--- config.mk ---
export PLATFORM = sky130hd
export DESIGN_NAME = gitd_decoder
export DESIGN_NICKNAME = d
export VERILOG_FILES = /design/src/common/gitd_pkg.sv /design/src/hdl/gitd_flag.sv /design/src/hdl/gitd_axis.sv /design/src/hdl/gitd_decoder.sv
export VERILOG_INCLUDE_DIRS = /design/src /design/src/common
export SDC_FILE = /design/constraint.sdc
export NUM_CORES = 1
export LEC_CHECK = 0
export ABC_AREA = 0
export BUFFER_PORTS_ARGS = -buffer_cell sky130_fd_sc_hd__buf_2
export CAP_MARGIN = 10
export CELL_PAD_IN_SITES_DETAIL_PLACEMENT = 1
export CELL_PAD_IN_SITES_GLOBAL_PLACEMENT = 2
export CORE_MARGIN = 2
export CORE_UTILIZATION = 28
export DETAILED_ROUTE_END_ITERATION = 8
export GPL_TIMING_DRIVEN = 0
export PLACE_DENSITY_LB_ADDON = 0.25
export SETUP_SLACK_MARGIN = 0.4
export SLEW_MARGIN = 30
export SYNTH_ARGS = -nofsm -noshare
export SYNTH_HDL_FRONTEND = slang
export SYNTH_SLANG_ARGS = --single-unit
--- constraint.sdc ---
create_clock -name mclk -period 3.2 [get_ports mclk]
set_input_delay 0.32 -clock mclk [delete_from_list [all_inputs] [get_ports mclk]]
set_output_delay 0.32 -clock mclk [all_outputs]
set_load 0.02 [all_outputs]
--- src/common/gitd_defines.svh ---
/*
  constants of the graphic io transfer decoder: instruction field
  positions, codes, flag indices, coordinate sizes and reset values.
  assumes inclusion by bare name from the package and design files.
*/
`ifndef GITD_DEFINES_SVH
`define GITD_DEFINES_SVH

// ----------------------------------------------------------------
// instruction word fields (word bit n of the host sits at [17-n])
// ----------------------------------------------------------------
`define GITD_OPC_HI        17
`define GITD_OPC_LO        12
`define GITD_DEV_HI        11
`define GITD_DEV_LO        6
`define GITD_SUB_HI        5
`define GITD_SUB_LO        4
`define GITD_CLR_BIT       3
`define GITD_IOP_BIT15     2
`define GITD_IOP_BIT16     1
`define GITD_IOP_BIT17     0

// ----------------------------------------------------------------
// codes
// ----------------------------------------------------------------
`define GITD_OPCODE        6'h38
`define GITD_DEV_A         6'h18
`define GITD_DEV_B         6'h1b
`define GITD_RS1_CODE      18'h38602
`define GITD_RS1_CLR_CODE  18'h3860a
`define GITD_SUB_0         2'h0
`define GITD_SUB_1         2'h1
`define GITD_SUB_2         2'h2
`define GITD_SUB_3         2'h3

// ----------------------------------------------------------------
// event flags
// ----------------------------------------------------------------
`define GITD_NFLAGS        7
`define GITD_FLG_STOP      0
`define GITD_FLG_PEN       1
`define GITD_FLG_EDGE      2
`define GITD_FLG_BUTTON    3
`define GITD_FLG_KEY       4
`define GITD_FLG_XOVF      5
`define GITD_FLG_YOVF      6

// ----------------------------------------------------------------
// coordinates and status word layout
// ----------------------------------------------------------------
`define GITD_DATA_W        10
`define GITD_POS_W         12
`define GITD_BASIC_RANGE   13'h0400
`define GITD_RS1_PA_HI     12
`define GITD_RS1_PA_LO     11
`define GITD_POS_OVF_BIT   12
`define GITD_PAPER_RST     2'h0
`define GITD_RUN_RST       1'h0

`endif

--- src/common/gitd_pkg.sv ---
/*
  types shared by the graphic io transfer decoder modules.
  assumes gitd_defines.svh is on the include path.
*/
`include "gitd_defines.svh"

package gitd_pkg;

  typedef enum logic [1:0] {
    GITD_KIND_NONE,
    GITD_KIND_READ,
    GITD_KIND_SKIP,
    GITD_KIND_OPER
  } gitd_kind_t;

  typedef struct packed {
    logic       match;
    logic       dev_b;
    logic [1:0] sub;
    logic       clr;
  } gitd_decode_t;

  typedef struct packed {
    logic stop;
    logic light_pen;
    logic edge_hit;
    logic button;
    logic key;
  } gitd_events_t;

  typedef struct packed {
    logic                       point_x;
    logic                       point_y;
    logic                       vector;
    logic [2:0]                 dir;
    logic [`GITD_DATA_W-1:0]    data;
  } gitd_draw_t;

  typedef struct packed {
    logic [17:0] rs1;
    logic [17:0] rs2;
    logic [17:0] rs3;
    logic [17:0] pc;
  } gitd_status_t;

endpackage

--- src/hdl/gitd_flag.sv ---
/*
  one event flag flip-flop: set by a hardware event, cleared by a
  command; a set in the clearing cycle wins.
  assumes set and clear are synchronous one-cycle pulses.
*/
`timescale 1ns/1ns

module gitd_flag (
  input  wire logic mclk,
  input  wire logic sys_rst,
  input  wire logic set,
  input  wire logic clear,
  output logic      flag
);

  always_ff @(posedge mclk or posedge sys_rst) begin
    if (sys_rst) begin
      flag <= 1'h0;
    end else if (set) begin
      flag <= 1'h1;
    end else if (clear) begin
      flag <= 1'h0;
    end
  end

  // ----------------------------------------------------------------
  // checks
  // ----------------------------------------------------------------
  property p_flag_set;
    @(posedge mclk) disable iff (sys_rst) set |=> flag;
  endproperty
  a_flag_set: assert property (p_flag_set) else $error("event lost by flag");

  property p_flag_holds;
    @(posedge mclk) disable iff (sys_rst) flag && !clear |=> flag;
  endproperty
  a_flag_holds: assert property (p_flag_holds) else $error("flag dropped");

endmodule // gitd_flag

--- src/hdl/gitd_axis.sv ---
/*
  one axis position register: absolute loads for points, signed
  relative steps for vectors, range check against the paper size.
  assumes load and step pulses never coincide.
*/
`timescale 1ns/1ns
`include "gitd_defines.svh"

module gitd_axis
  import gitd_pkg::*;
(
  input  wire logic                    mclk,
  input  wire logic                    sys_rst,
  input  wire logic                    load_abs,
  input  wire logic                    step_rel,
  input  wire logic                    negative,
  input  wire logic [`GITD_DATA_W-1:0] delta,
  input  wire logic [1:0]              paper,
  output logic      [`GITD_POS_W-1:0]  pos,
  output logic                         overflow
);

  logic [12:0] range;
  logic [12:0] next_pos;

  // ----------------------------------------------------------------
  // range and next position
  // ----------------------------------------------------------------
  always_comb begin
    range = `GITD_BASIC_RANGE << paper;
    if (negative) begin
      next_pos = {1'h0, pos} - {3'h0, delta};
    end else begin
      next_pos = {1'h0, pos} + {3'h0, delta};
    end
  end

  always_ff @(posedge mclk or posedge sys_rst) begin
    if (sys_rst) begin
      pos <= '0;
    end else if (load_abs) begin
      pos <= {2'h0, delta};
    end else if (step_rel) begin
      pos <= next_pos[`GITD_POS_W-1:0];
    end
  end

  always_ff @(posedge mclk or posedge sys_rst) begin
    if (sys_rst) begin
      overflow <= 1'h0;
    end else begin
      overflow <= step_rel && (next_pos >= range);
    end
  end

  // ----------------------------------------------------------------
  // checks
  // ----------------------------------------------------------------
  property p_point_abs;
    @(posedge mclk) disable iff (sys_rst)
      load_abs |=> pos == {2'h0, $past(delta)};
  endproperty
  a_point_abs: assert property (p_point_abs) else $error("point not absolute");

  property p_vector_rel;
    @(posedge mclk) disable iff (sys_rst)
      step_rel && !negative |=> pos == $past(pos) + {2'h0, $past(delta)};
  endproperty
  a_vector_rel: assert property (p_vector_rel) else $error("vector not relative");

  property p_range_basic;
    @(posedge mclk) disable iff (sys_rst)
      step_rel && !negative && paper == 2'h0 && ({1'h0, pos} + {3'h0, delta}) >= 13'h0400
      |=> overflow;
  endproperty
  a_range_basic: assert property (p_range_basic) else $error("basic range missed");

  property p_range_big;
    @(posedge mclk) disable iff (sys_rst)
      step_rel && !negative && paper == 2'h2 && ({1'h0, pos} + {3'h0, delta}) < 13'h1000
      |=> !overflow;
  endproperty
  a_range_big: assert property (p_range_big) else $error("false overflow");

endmodule // gitd_axis

--- src/hdl/gitd_decoder.sv ---
/*
  io transfer decoder of the vector display processor: matches the
  host's transfer instructions, answers read, skip and operate pulses,
  keeps event flags, paper size and the x and y position registers.
  assumes the host holds io_instr stable while any pulse of the
  instruction is high, and each pulse lasts at least two clocks.
*/
// Summary of operation
// - a word is a transfer only when its top six bits hold 111 000.
// - the block answers device codes 011 000 and 011 011 and no other.
// - bits 12 and 13 pick a subdevice, giving more operations per code.
// - each pulse gives its own response, chosen by pulse and device code.
// - there are six reads, seven skips and four operate commands.
// - a skip asks the host to skip when the tested event has happened.
// - each tested event sets its own flag, which holds it.
// - a read drives a status word, program counter or x and y position onto the bus.
// - a basic coordinate or vector length is ten bits, 1024 positions.
// - a two-bit paper size scales the range to 1024, 2048 or 4096 for sizes 0 to 2; size 3 gives range 0.
// - points are absolute from the origin, vectors relative to the last position.
// - a basic vector has a direction code picking one of eight directions.
// - the first status read is 703002, or 703012 with accumulator clear.
`timescale 1ns/1ns
`include "gitd_defines.svh"

module gitd_decoder
  import gitd_pkg::*;
(
  input  wire logic                   mclk,
  input  wire logic                   sys_rst,
  input  wire logic [17:0]            io_instr,
  input  wire logic [2:0]             io_pulse_field,
  input  wire logic [17:0]            io_write_data,
  input  wire gitd_events_t           events,
  input  wire gitd_draw_t             draw,
  input  wire gitd_status_t           status_in,
  output logic                        io_skip_request,
  output logic                        io_read_valid,
  output logic [17:0]                 io_read_data,
  output logic                        display_run,
  output logic [1:0]                  paper_size,
  output logic [`GITD_NFLAGS-1:0]     flags,
  output logic [`GITD_POS_W-1:0]      x_pos,
  output logic [`GITD_POS_W-1:0]      y_pos
);

  gitd_decode_t              dec;
  logic [2:0]                pulse_q;
  logic [2:0]                pulse_rise;
  logic                      read_now;
  logic                      skip_now;
  logic                      oper_now;
  logic [17:0]               next_read_word;
  logic [17:0]               read_word;
  logic                      skip_sel;
  logic [`GITD_NFLAGS-1:0]   flag_set;
  logic                      clear_flags;
  logic                      x_step;
  logic                      y_step;
  logic                      x_neg;
  logic                      y_neg;
  logic                      x_ovf;
  logic                      y_ovf;

  // ----------------------------------------------------------------
  // instruction decode
  // ----------------------------------------------------------------
  always_comb begin
    dec.match = (io_instr[`GITD_OPC_HI:`GITD_OPC_LO] == `GITD_OPCODE) &&
                ((io_instr[`GITD_DEV_HI:`GITD_DEV_LO] == `GITD_DEV_A) ||
                 (io_instr[`GITD_DEV_HI:`GITD_DEV_LO] == `GITD_DEV_B));
    dec.dev_b = io_instr[`GITD_DEV_HI:`GITD_DEV_LO] == `GITD_DEV_B;
    dec.sub   = io_instr[`GITD_SUB_HI:`GITD_SUB_LO];
    dec.clr   = io_instr[`GITD_CLR_BIT];
  end

  // pulse positions: bit 15 operates, bit 16 reads, bit 17 skips
  always_comb begin
    read_now = dec.match && io_pulse_field[`GITD_IOP_BIT16] && (dec.sub != `GITD_SUB_3);
    skip_now = dec.match && io_pulse_field[`GITD_IOP_BIT17] &&
               (!dec.dev_b || dec.sub != `GITD_SUB_3);
    oper_now = dec.match && pulse_rise[`GITD_IOP_BIT15];
  end

  always_ff @(posedge mclk or posedge sys_rst) begin
    if (sys_rst) begin
      pulse_q <= 3'h0;
    end else begin
      pulse_q <= io_pulse_field;
    end
  end

  assign pulse_rise = io_pulse_field & ~pulse_q;

  // ----------------------------------------------------------------
  // read operations
  // ----------------------------------------------------------------
  always_comb begin
    next_read_word = 18'h00000;
    case ({dec.dev_b, dec.sub})
      {1'h0, `GITD_SUB_0}: begin
        next_read_word = status_in.rs1;
        next_read_word[`GITD_RS1_PA_HI:`GITD_RS1_PA_LO] = paper_size;
      end
      {1'h0, `GITD_SUB_1}: next_read_word = status_in.rs2;
      {1'h0, `GITD_SUB_2}: next_read_word = status_in.pc;
      {1'h1, `GITD_SUB_0}: next_read_word = {5'h00, flags[`GITD_FLG_XOVF], x_pos};
      {1'h1, `GITD_SUB_1}: next_read_word = {5'h00, flags[`GITD_FLG_YOVF], y_pos};
      {1'h1, `GITD_SUB_2}: next_read_word = status_in.rs3;
      default: next_read_word = 18'h00000;
    endcase
  end

  always_ff @(posedge mclk or posedge sys_rst) begin
    if (sys_rst) begin
      read_word <= 18'h00000;
    end else if (read_now) begin
      read_word <= next_read_word;
    end else begin
      read_word <= 18'h00000;
    end
  end

  // data only shows while the read pulse is still high
  assign io_read_valid = read_now && pulse_q[`GITD_IOP_BIT16];
  assign io_read_data  = io_read_valid ? read_word : 18'h00000;

  // ----------------------------------------------------------------
  // skip operations
  // ----------------------------------------------------------------
  always_comb begin
    skip_sel = 1'h0;
    case ({dec.dev_b, dec.sub})
      {1'h0, `GITD_SUB_0}: skip_sel = flags[`GITD_FLG_STOP];
      {1'h0, `GITD_SUB_1}: skip_sel = flags[`GITD_FLG_PEN];
      {1'h0, `GITD_SUB_2}: skip_sel = flags[`GITD_FLG_EDGE];
      {1'h0, `GITD_SUB_3}: skip_sel = flags[`GITD_FLG_BUTTON];
      {1'h1, `GITD_SUB_0}: skip_sel = flags[`GITD_FLG_KEY];
      {1'h1, `GITD_SUB_1}: skip_sel = flags[`GITD_FLG_XOVF];
      {1'h1, `GITD_SUB_2}: skip_sel = flags[`GITD_FLG_YOVF];
      default: skip_sel = 1'h0;
    endcase
  end

  assign io_skip_request = skip_now && skip_sel;

  // ----------------------------------------------------------------
  // operate commands
  // ----------------------------------------------------------------
  assign clear_flags = oper_now && !dec.dev_b && dec.sub == `GITD_SUB_2;

  always_ff @(posedge mclk or posedge sys_rst) begin
    if (sys_rst) begin
      display_run <= `GITD_RUN_RST;
    end else if (oper_now && !dec.dev_b && dec.sub == `GITD_SUB_0) begin
      display_run <= 1'h1;
    end else if (oper_now && !dec.dev_b && dec.sub == `GITD_SUB_1) begin
      display_run <= 1'h0;
    end
  end

  always_ff @(posedge mclk or posedge sys_rst) begin
    if (sys_rst) begin
      paper_size <= `GITD_PAPER_RST;
    end else if (oper_now && dec.dev_b && dec.sub == `GITD_SUB_0) begin
      paper_size <= io_write_data[1:0];
    end
  end

  // ----------------------------------------------------------------
  // event flags
  // ----------------------------------------------------------------
  always_comb begin
    flag_set                    = '0;
    flag_set[`GITD_FLG_STOP]    = events.stop;
    flag_set[`GITD_FLG_PEN]     = events.light_pen;
    flag_set[`GITD_FLG_EDGE]    = events.edge_hit;
    flag_set[`GITD_FLG_BUTTON]  = events.button;
    flag_set[`GITD_FLG_KEY]     = events.key;
    flag_set[`GITD_FLG_XOVF]    = x_ovf;
    flag_set[`GITD_FLG_YOVF]    = y_ovf;
  end

  for (genvar i = 0; i < `GITD_NFLAGS; i++) begin : g_flag
    gitd_flag u_flag (
      .mclk    (mclk),
      .sys_rst (sys_rst),
      .set     (flag_set[i]),
      .clear   (clear_flags),
      .flag    (flags[i])
    );
  end

  // ----------------------------------------------------------------
  // position registers
  // ----------------------------------------------------------------
  // 0 +x, 1 +x+y, 2 +y, 3 -x+y, 4 -x, 5 -x-y, 6 -y, 7 +x-y
  always_comb begin
    x_step = 1'h0;
    y_step = 1'h0;
    x_neg  = 1'h0;
    y_neg  = 1'h0;
    case (draw.dir)
      3'h0: x_step = 1'h1;
      3'h1: begin
        x_step = 1'h1;
        y_step = 1'h1;
      end
      3'h2: y_step = 1'h1;
      3'h3: begin
        x_step = 1'h1;
        x_neg  = 1'h1;
        y_step = 1'h1;
      end
      3'h4: begin
        x_step = 1'h1;
        x_neg  = 1'h1;
      end
      3'h5: begin
        x_step = 1'h1;
        x_neg  = 1'h1;
        y_step = 1'h1;
        y_neg  = 1'h1;
      end
      3'h6: begin
        y_step = 1'h1;
        y_neg  = 1'h1;
      end
      3'h7: begin
        x_step = 1'h1;
        y_step = 1'h1;
        y_neg  = 1'h1;
      end
      default: x_step = 1'h0;
    endcase
  end

  gitd_axis u_x (
    .mclk     (mclk),
    .sys_rst  (sys_rst),
    .load_abs (draw.point_x),
    .step_rel (draw.vector && x_step),
    .negative (x_neg),
    .delta    (draw.data),
    .paper    (paper_size),
    .pos      (x_pos),
    .overflow (x_ovf)
  );

  gitd_axis u_y (
    .mclk     (mclk),
    .sys_rst  (sys_rst),
    .load_abs (draw.point_y),
    .step_rel (draw.vector && y_step),
    .negative (y_neg),
    .delta    (draw.data),
    .paper    (paper_size),
    .pos      (y_pos),
    .overflow (y_ovf)
  );

  // ----------------------------------------------------------------
  // checks
  // ----------------------------------------------------------------
  property p_skip_in_pulse;
    @(posedge mclk) disable iff (sys_rst)
      !io_pulse_field[`GITD_IOP_BIT17] |-> !io_skip_request;
  endproperty
  a_skip_in_pulse: assert property (p_skip_in_pulse) else $error("skip outside pulse");

  property p_data_in_pulse;
    @(posedge mclk) disable iff (sys_rst)
      !io_pulse_field[`GITD_IOP_BIT16] |-> io_read_data == 18'h00000 && !io_read_valid;
  endproperty
  a_data_in_pulse: assert property (p_data_in_pulse) else $error("data outside pulse");

  property p_foreign_dev;
    @(posedge mclk) disable iff (sys_rst)
      io_instr[11:6] != 6'h18 && io_instr[11:6] != 6'h1b |->
      !io_skip_request && !io_read_valid;
  endproperty
  a_foreign_dev: assert property (p_foreign_dev) else $error("foreign code answered");

  property p_not_transfer;
    @(posedge mclk) disable iff (sys_rst)
      io_instr[17:12] != 6'h38 |-> !io_skip_request && !io_read_valid;
  endproperty
  a_not_transfer: assert property (p_not_transfer) else $error("non transfer answered");

  property p_skip_stop;
    @(posedge mclk) disable iff (sys_rst)
      io_instr == 18'h38601 && io_pulse_field == 3'h1 |->
      io_skip_request == flags[`GITD_FLG_STOP];
  endproperty
  a_skip_stop: assert property (p_skip_stop) else $error("stop skip wrong");

  property p_rs1_read;
    @(posedge mclk) disable iff (sys_rst)
      (io_instr == `GITD_RS1_CODE || io_instr == `GITD_RS1_CLR_CODE) &&
      io_pulse_field == 3'h2 ##1 io_pulse_field == 3'h2 && $stable(io_instr) |->
      io_read_valid && io_read_data[12:11] == paper_size;
  endproperty
  a_rs1_read: assert property (p_rs1_read) else $error("status one read wrong");

  property p_xpos_read;
    @(posedge mclk) disable iff (sys_rst)
      io_instr[17:4] == {`GITD_OPCODE, `GITD_DEV_B, `GITD_SUB_0} && io_pulse_field == 3'h2 ##1
      io_pulse_field == 3'h2 && $stable(io_instr) && $stable(x_pos) |->
      io_read_data[11:0] == x_pos;
  endproperty
  a_xpos_read: assert property (p_xpos_read) else $error("x position read wrong");

  property p_start;
    @(posedge mclk) disable iff (sys_rst)
      io_instr[17:4] == {`GITD_OPCODE, `GITD_DEV_A, `GITD_SUB_0} &&
      $rose(io_pulse_field[`GITD_IOP_BIT15]) |=> display_run;
  endproperty
  a_start: assert property (p_start) else $error("start ignored");

  c_skip_taken: cover property (@(posedge mclk) disable iff (sys_rst) io_skip_request);
  c_read_given: cover property (@(posedge mclk) disable iff (sys_rst) io_read_valid);
  c_overflow:   cover property (@(posedge mclk) disable iff (sys_rst) x_ovf || y_ovf);
  c_big_paper:  cover property (@(posedge mclk) disable iff (sys_rst) paper_size == 2'h2);
  c_read_clear: cover property (@(posedge mclk) disable iff (sys_rst) io_read_valid && dec.clr);

endmodule // gitd_decoder

==> summary.txt <==
Place
  • Gp weighted congestion: 0.852
  • Detailed placer's ending HPWL: 15400 um
  • Dpl cells: 957
  • Port bufs: 161

Synth
  • Largest family of logic cells by synthesized area: simple AND/OR/NAND/NOR gates
  • Net count after synthesis: 742
  • Most area-consuming cells after synthesis: dfrtp_1, ha_1, nand2_1
  • Post-synth EDFFs: 0
  • Xor-xnor portion of the synthesized cell area: 0.0618
  • Compound-Gate Fraction of Synth Area: 0.196
  • Register area share after synthesis: 0.291
  • Cell variety after synth: 67
  • Dominant synthesized flop cell: dfrtp_1
  • Cell taking the most area after synthesis: dfrtp_1
  • Synth Area in Simple Gates: 0.223
  • Post-synthesis average cell area: 8.38 um^2
  • Synthesized-area fraction occupied by adder cells: 0.0888
  • Multiplexer share of the synthesized area: 0.0930
  • FF+latch count, synth: 56
  • Asr flop ratio synth: 1.00
  • Mapped Area: 4820 um^2
  • Syn Inst Count: 575
  • Yosys Warn Count: 0
  • Top cell type's share of synthesized area: 0.291

GRT
  • Largest net degree at the start of global routing: 31
  • Vias in the first global route: 5375
  • First-pass GRT wire length: 29800 um
  • Initial antenna violation count: 2
  • Grt total ovfl: 0
  • Total GRT Usage: 0.213

CTS
  • Num CTS Buffers: 5
  • Root buffer cell: clkbuf_16
  • CTS H-tree depth: 2
  • Maximum root-to-sink buffer count: 2
  • Cts hold-fix bufs: 0
  • CTS tree: yes
  • Clock-pin slew on the worst setup and hold paths: 80 ps
  • Clk_lat worst skew: 310 ps
  • Clk sinks: 56

Die
  • Die Y-Extent: 135 um
  • # rows: 47
  • Initial Util: 0.288
  • # IOs: 188
  • Core Box Area: 16700 um^2
  • Die area: 18300 um^2
  • DIE WIDTH: 135 um

Power
  • Switching power: 1.19 mW
  • Pint: 1.77 mW
  • Flop pwr share: 0.299
  • Peak supply drop: 0.222 mV
  • Clock power frac: 0.202
  • Pleak: 3.27 nW
  • Power per cell area: 451 nW/um^2
  • Sw Share: 0.402
  • Comb pwr share: 0.499

Worst setup path
  • Flop2flop setup slack: 10 ps
  • CP Class: in -> reg
  • Crit path capture: u_x.overflow
  • Reg2Reg Capture Point: u_x.overflow
  • Crit. End Element: register
  • CP max stage delay: 420 ps
  • CP Max Fanout: 6
  • Instance count on the critical path: 16
  • CP delay by family, top: simple AND/OR/NAND/NOR gates
  • Reg-to-reg startpoint: u_x.pos[0]
  • CP Launch Type: primary input
  • Critical path buffers and inverters: 1
  • WP data arrival: 3710 ps
  • Worst path required time: 3380 ps
  • Critical-path top delay cell: or3_4
  • Setup crit start: draw[1]
  • R2R cell count: 13
  • Cells along the critical path: buf_2, or3_4, or3_4, nor3_4, nor2_2, xnor2_1, ha_1, and3_4, a31o_4, a221o_1, a21o_1, a21oi_2, xnor2_1, ha_1, a21oi_2, nor2_1

Route
  • Iteration-0 DRC Markers: 149
  • DR vias: 5111
  • Via density: 5.16
  • Total Wirelength: 19600 um
  • DRC: 0
  • Post-route ant nets: 0
  • Pre-antenna DRT Iters: 4
  • Wire length per cell: 19.8 um

STA
  • Final TNS setup: -628 ps
  • Final setup viols: 3
  • Final Hold Viols: 0
  • Layout Skew: 5.44 ps
  • Final WS setup: -331 ps
  • RSZ-0062 raised after global routing: yes
  • Clock period minus worst slack: 3530 ps
  • Max_slew headroom: 0.443
  • Slew Limit Fails: 0
  • Final period util: 1.10
  • FMAX: 283 MHz
  • Slew @ Worst Pin: 830 ps

Final layout
  • Area of the multi-input gates: 3450 um^2
  • Number of fill cells: 2039
  • Layout Nets: 935
  • Most common cell after layout, fill and taps aside: buf_2
  • Fin cells: 990
  • Sequential cell area: 1400 um^2
  • Share of layout cells above drive strength 1: 0.360
  • Most frequent cells in the layout: buf_2, nand2_1, dfrtp_1
  • Area growth from synthesis to layout: 36.2%

Min path
  • Hold/Removal Path Class: in -> async

Run status
  • Failing checks: setup timing
  • Status: finished, violations left

Flow run
  • Maxcap violations: 0
final cells by class:
cell class,instances,area share
Antenna cell,1,0.000381
Buffer,34,0.0269
Clock buffer,6,0.0212
Clock inverter,2,0.00210
Inverter,13,0.00782
Multi-Input combinational cell,472,0.526
Sequential cell,56,0.214
Tap cell,220,0.0420
Timing Repair Buffer,186,0.161
logic make-up after synthesis:
group | Yosys count
flip-flops | 56
multiplexers | 40
adder cells (fa/ha/maj) | 33
AO/OA/AOI/OAI | 141
AND/OR/NAND/NOR | 224
XOR/XNOR | 34
buffers and inverters | 47
worst min-delay path by stage:
stage | cells after the start | endpoint | start
6_report | 2 | u_x.pos[6] | sys_rst
5_1_grt | 2 | u_x.pos[6] | sys_rst
4_1_cts | 2 | u_x.pos[6] | sys_rst
3_5_place_dp | 2 | u_x.pos[11] | sys_rst
3_3_place_gp | 1 | g_flag[5].u_flag.flag | u_x.overflow
2_1_floorplan | 0 | pulse_q[1] | io_pulse_field[1]
power by group through the flow:
stage	sequential, mW	combinational [mW]	clock, mW
6_report	0.885	1.48	0.598
5_1_grt	0.893	1.61	0.642
4_1_cts	0.886	1.38	0.618
3_5_place_dp	0.899	1.20	0
3_3_place_gp	0.897	1.16	0
2_1_floorplan	0.902	0.782	0
through the flow:
stage	hold slack (ps)	worst slack, ps	power, mW	utilization	cell area (um^2)
after detailed placement	350	-928	2.10	0.357	5960
after floorplan	351	-282	1.68	-	4850
after CTS	15.0	-348	2.88	0.384	6410
after global routing	31.6	-476	3.15	0.393	6560
after global placement	408	-892	2.06	0.355	5940
final	2.76	-331	2.96	0.393	6560
synth_stat cells, drive strengths merged, types with 6 or more instances:
cell type / n
a21o: 16
a21oi: 38
a22oi: 7
and2: 18
buf: 16
clkbuf: 18
dfrtp: 56
ha: 31
inv: 13
mux2: 8
mux2i: 29
nand2: 90
nand2b: 8
nand3: 14
nor2: 50
nor3: 9
o21a: 10
o21ai: 28
o22ai: 6
or3: 7
xnor2: 21
xor2: 13
worst register-to-register path: stages, from the launching register on:
cell and delay (ps):
dfrtp_1 420, inv_1 70, ha_1 160, inv_1 60
fa_1 430, a211oi_2 250, o21bai_1 190, a221o_1 440
a21o_1 200, a21oi_2 150, xnor2_1 140, ha_1 280
a21oi_2 230, nor2_1 60
repair_timing:
item / 4_1_cts / 5_1_grt
gates resized for setup: 36 / 24
buffers inserted: 19 / 5
endpoints found under the setup margin: 12 / 15
pin swaps: 25 / 22
layer usage:
layer	part of all wire	up-vias	GRT usage
met4	0.021	2	0.0561
li1	-	2421	-
met2	0.51	157	0.392
met1	0.41	2496	0.256
met3	0.058	35	0.0352
met5	0.00066	-	0
flip-flops by register name (all words and copies together), names as in the netlist:
name / cells
g_flag.u_flag.flag: 7
u_x.pos: 12
u_y.pos: 12
read_word: 18
u_y.overflow: 1
paper_size: 2
pulse_q: 2
display_run: 1
u_x.overflow: 1
(Power assumes the default switching activity.)
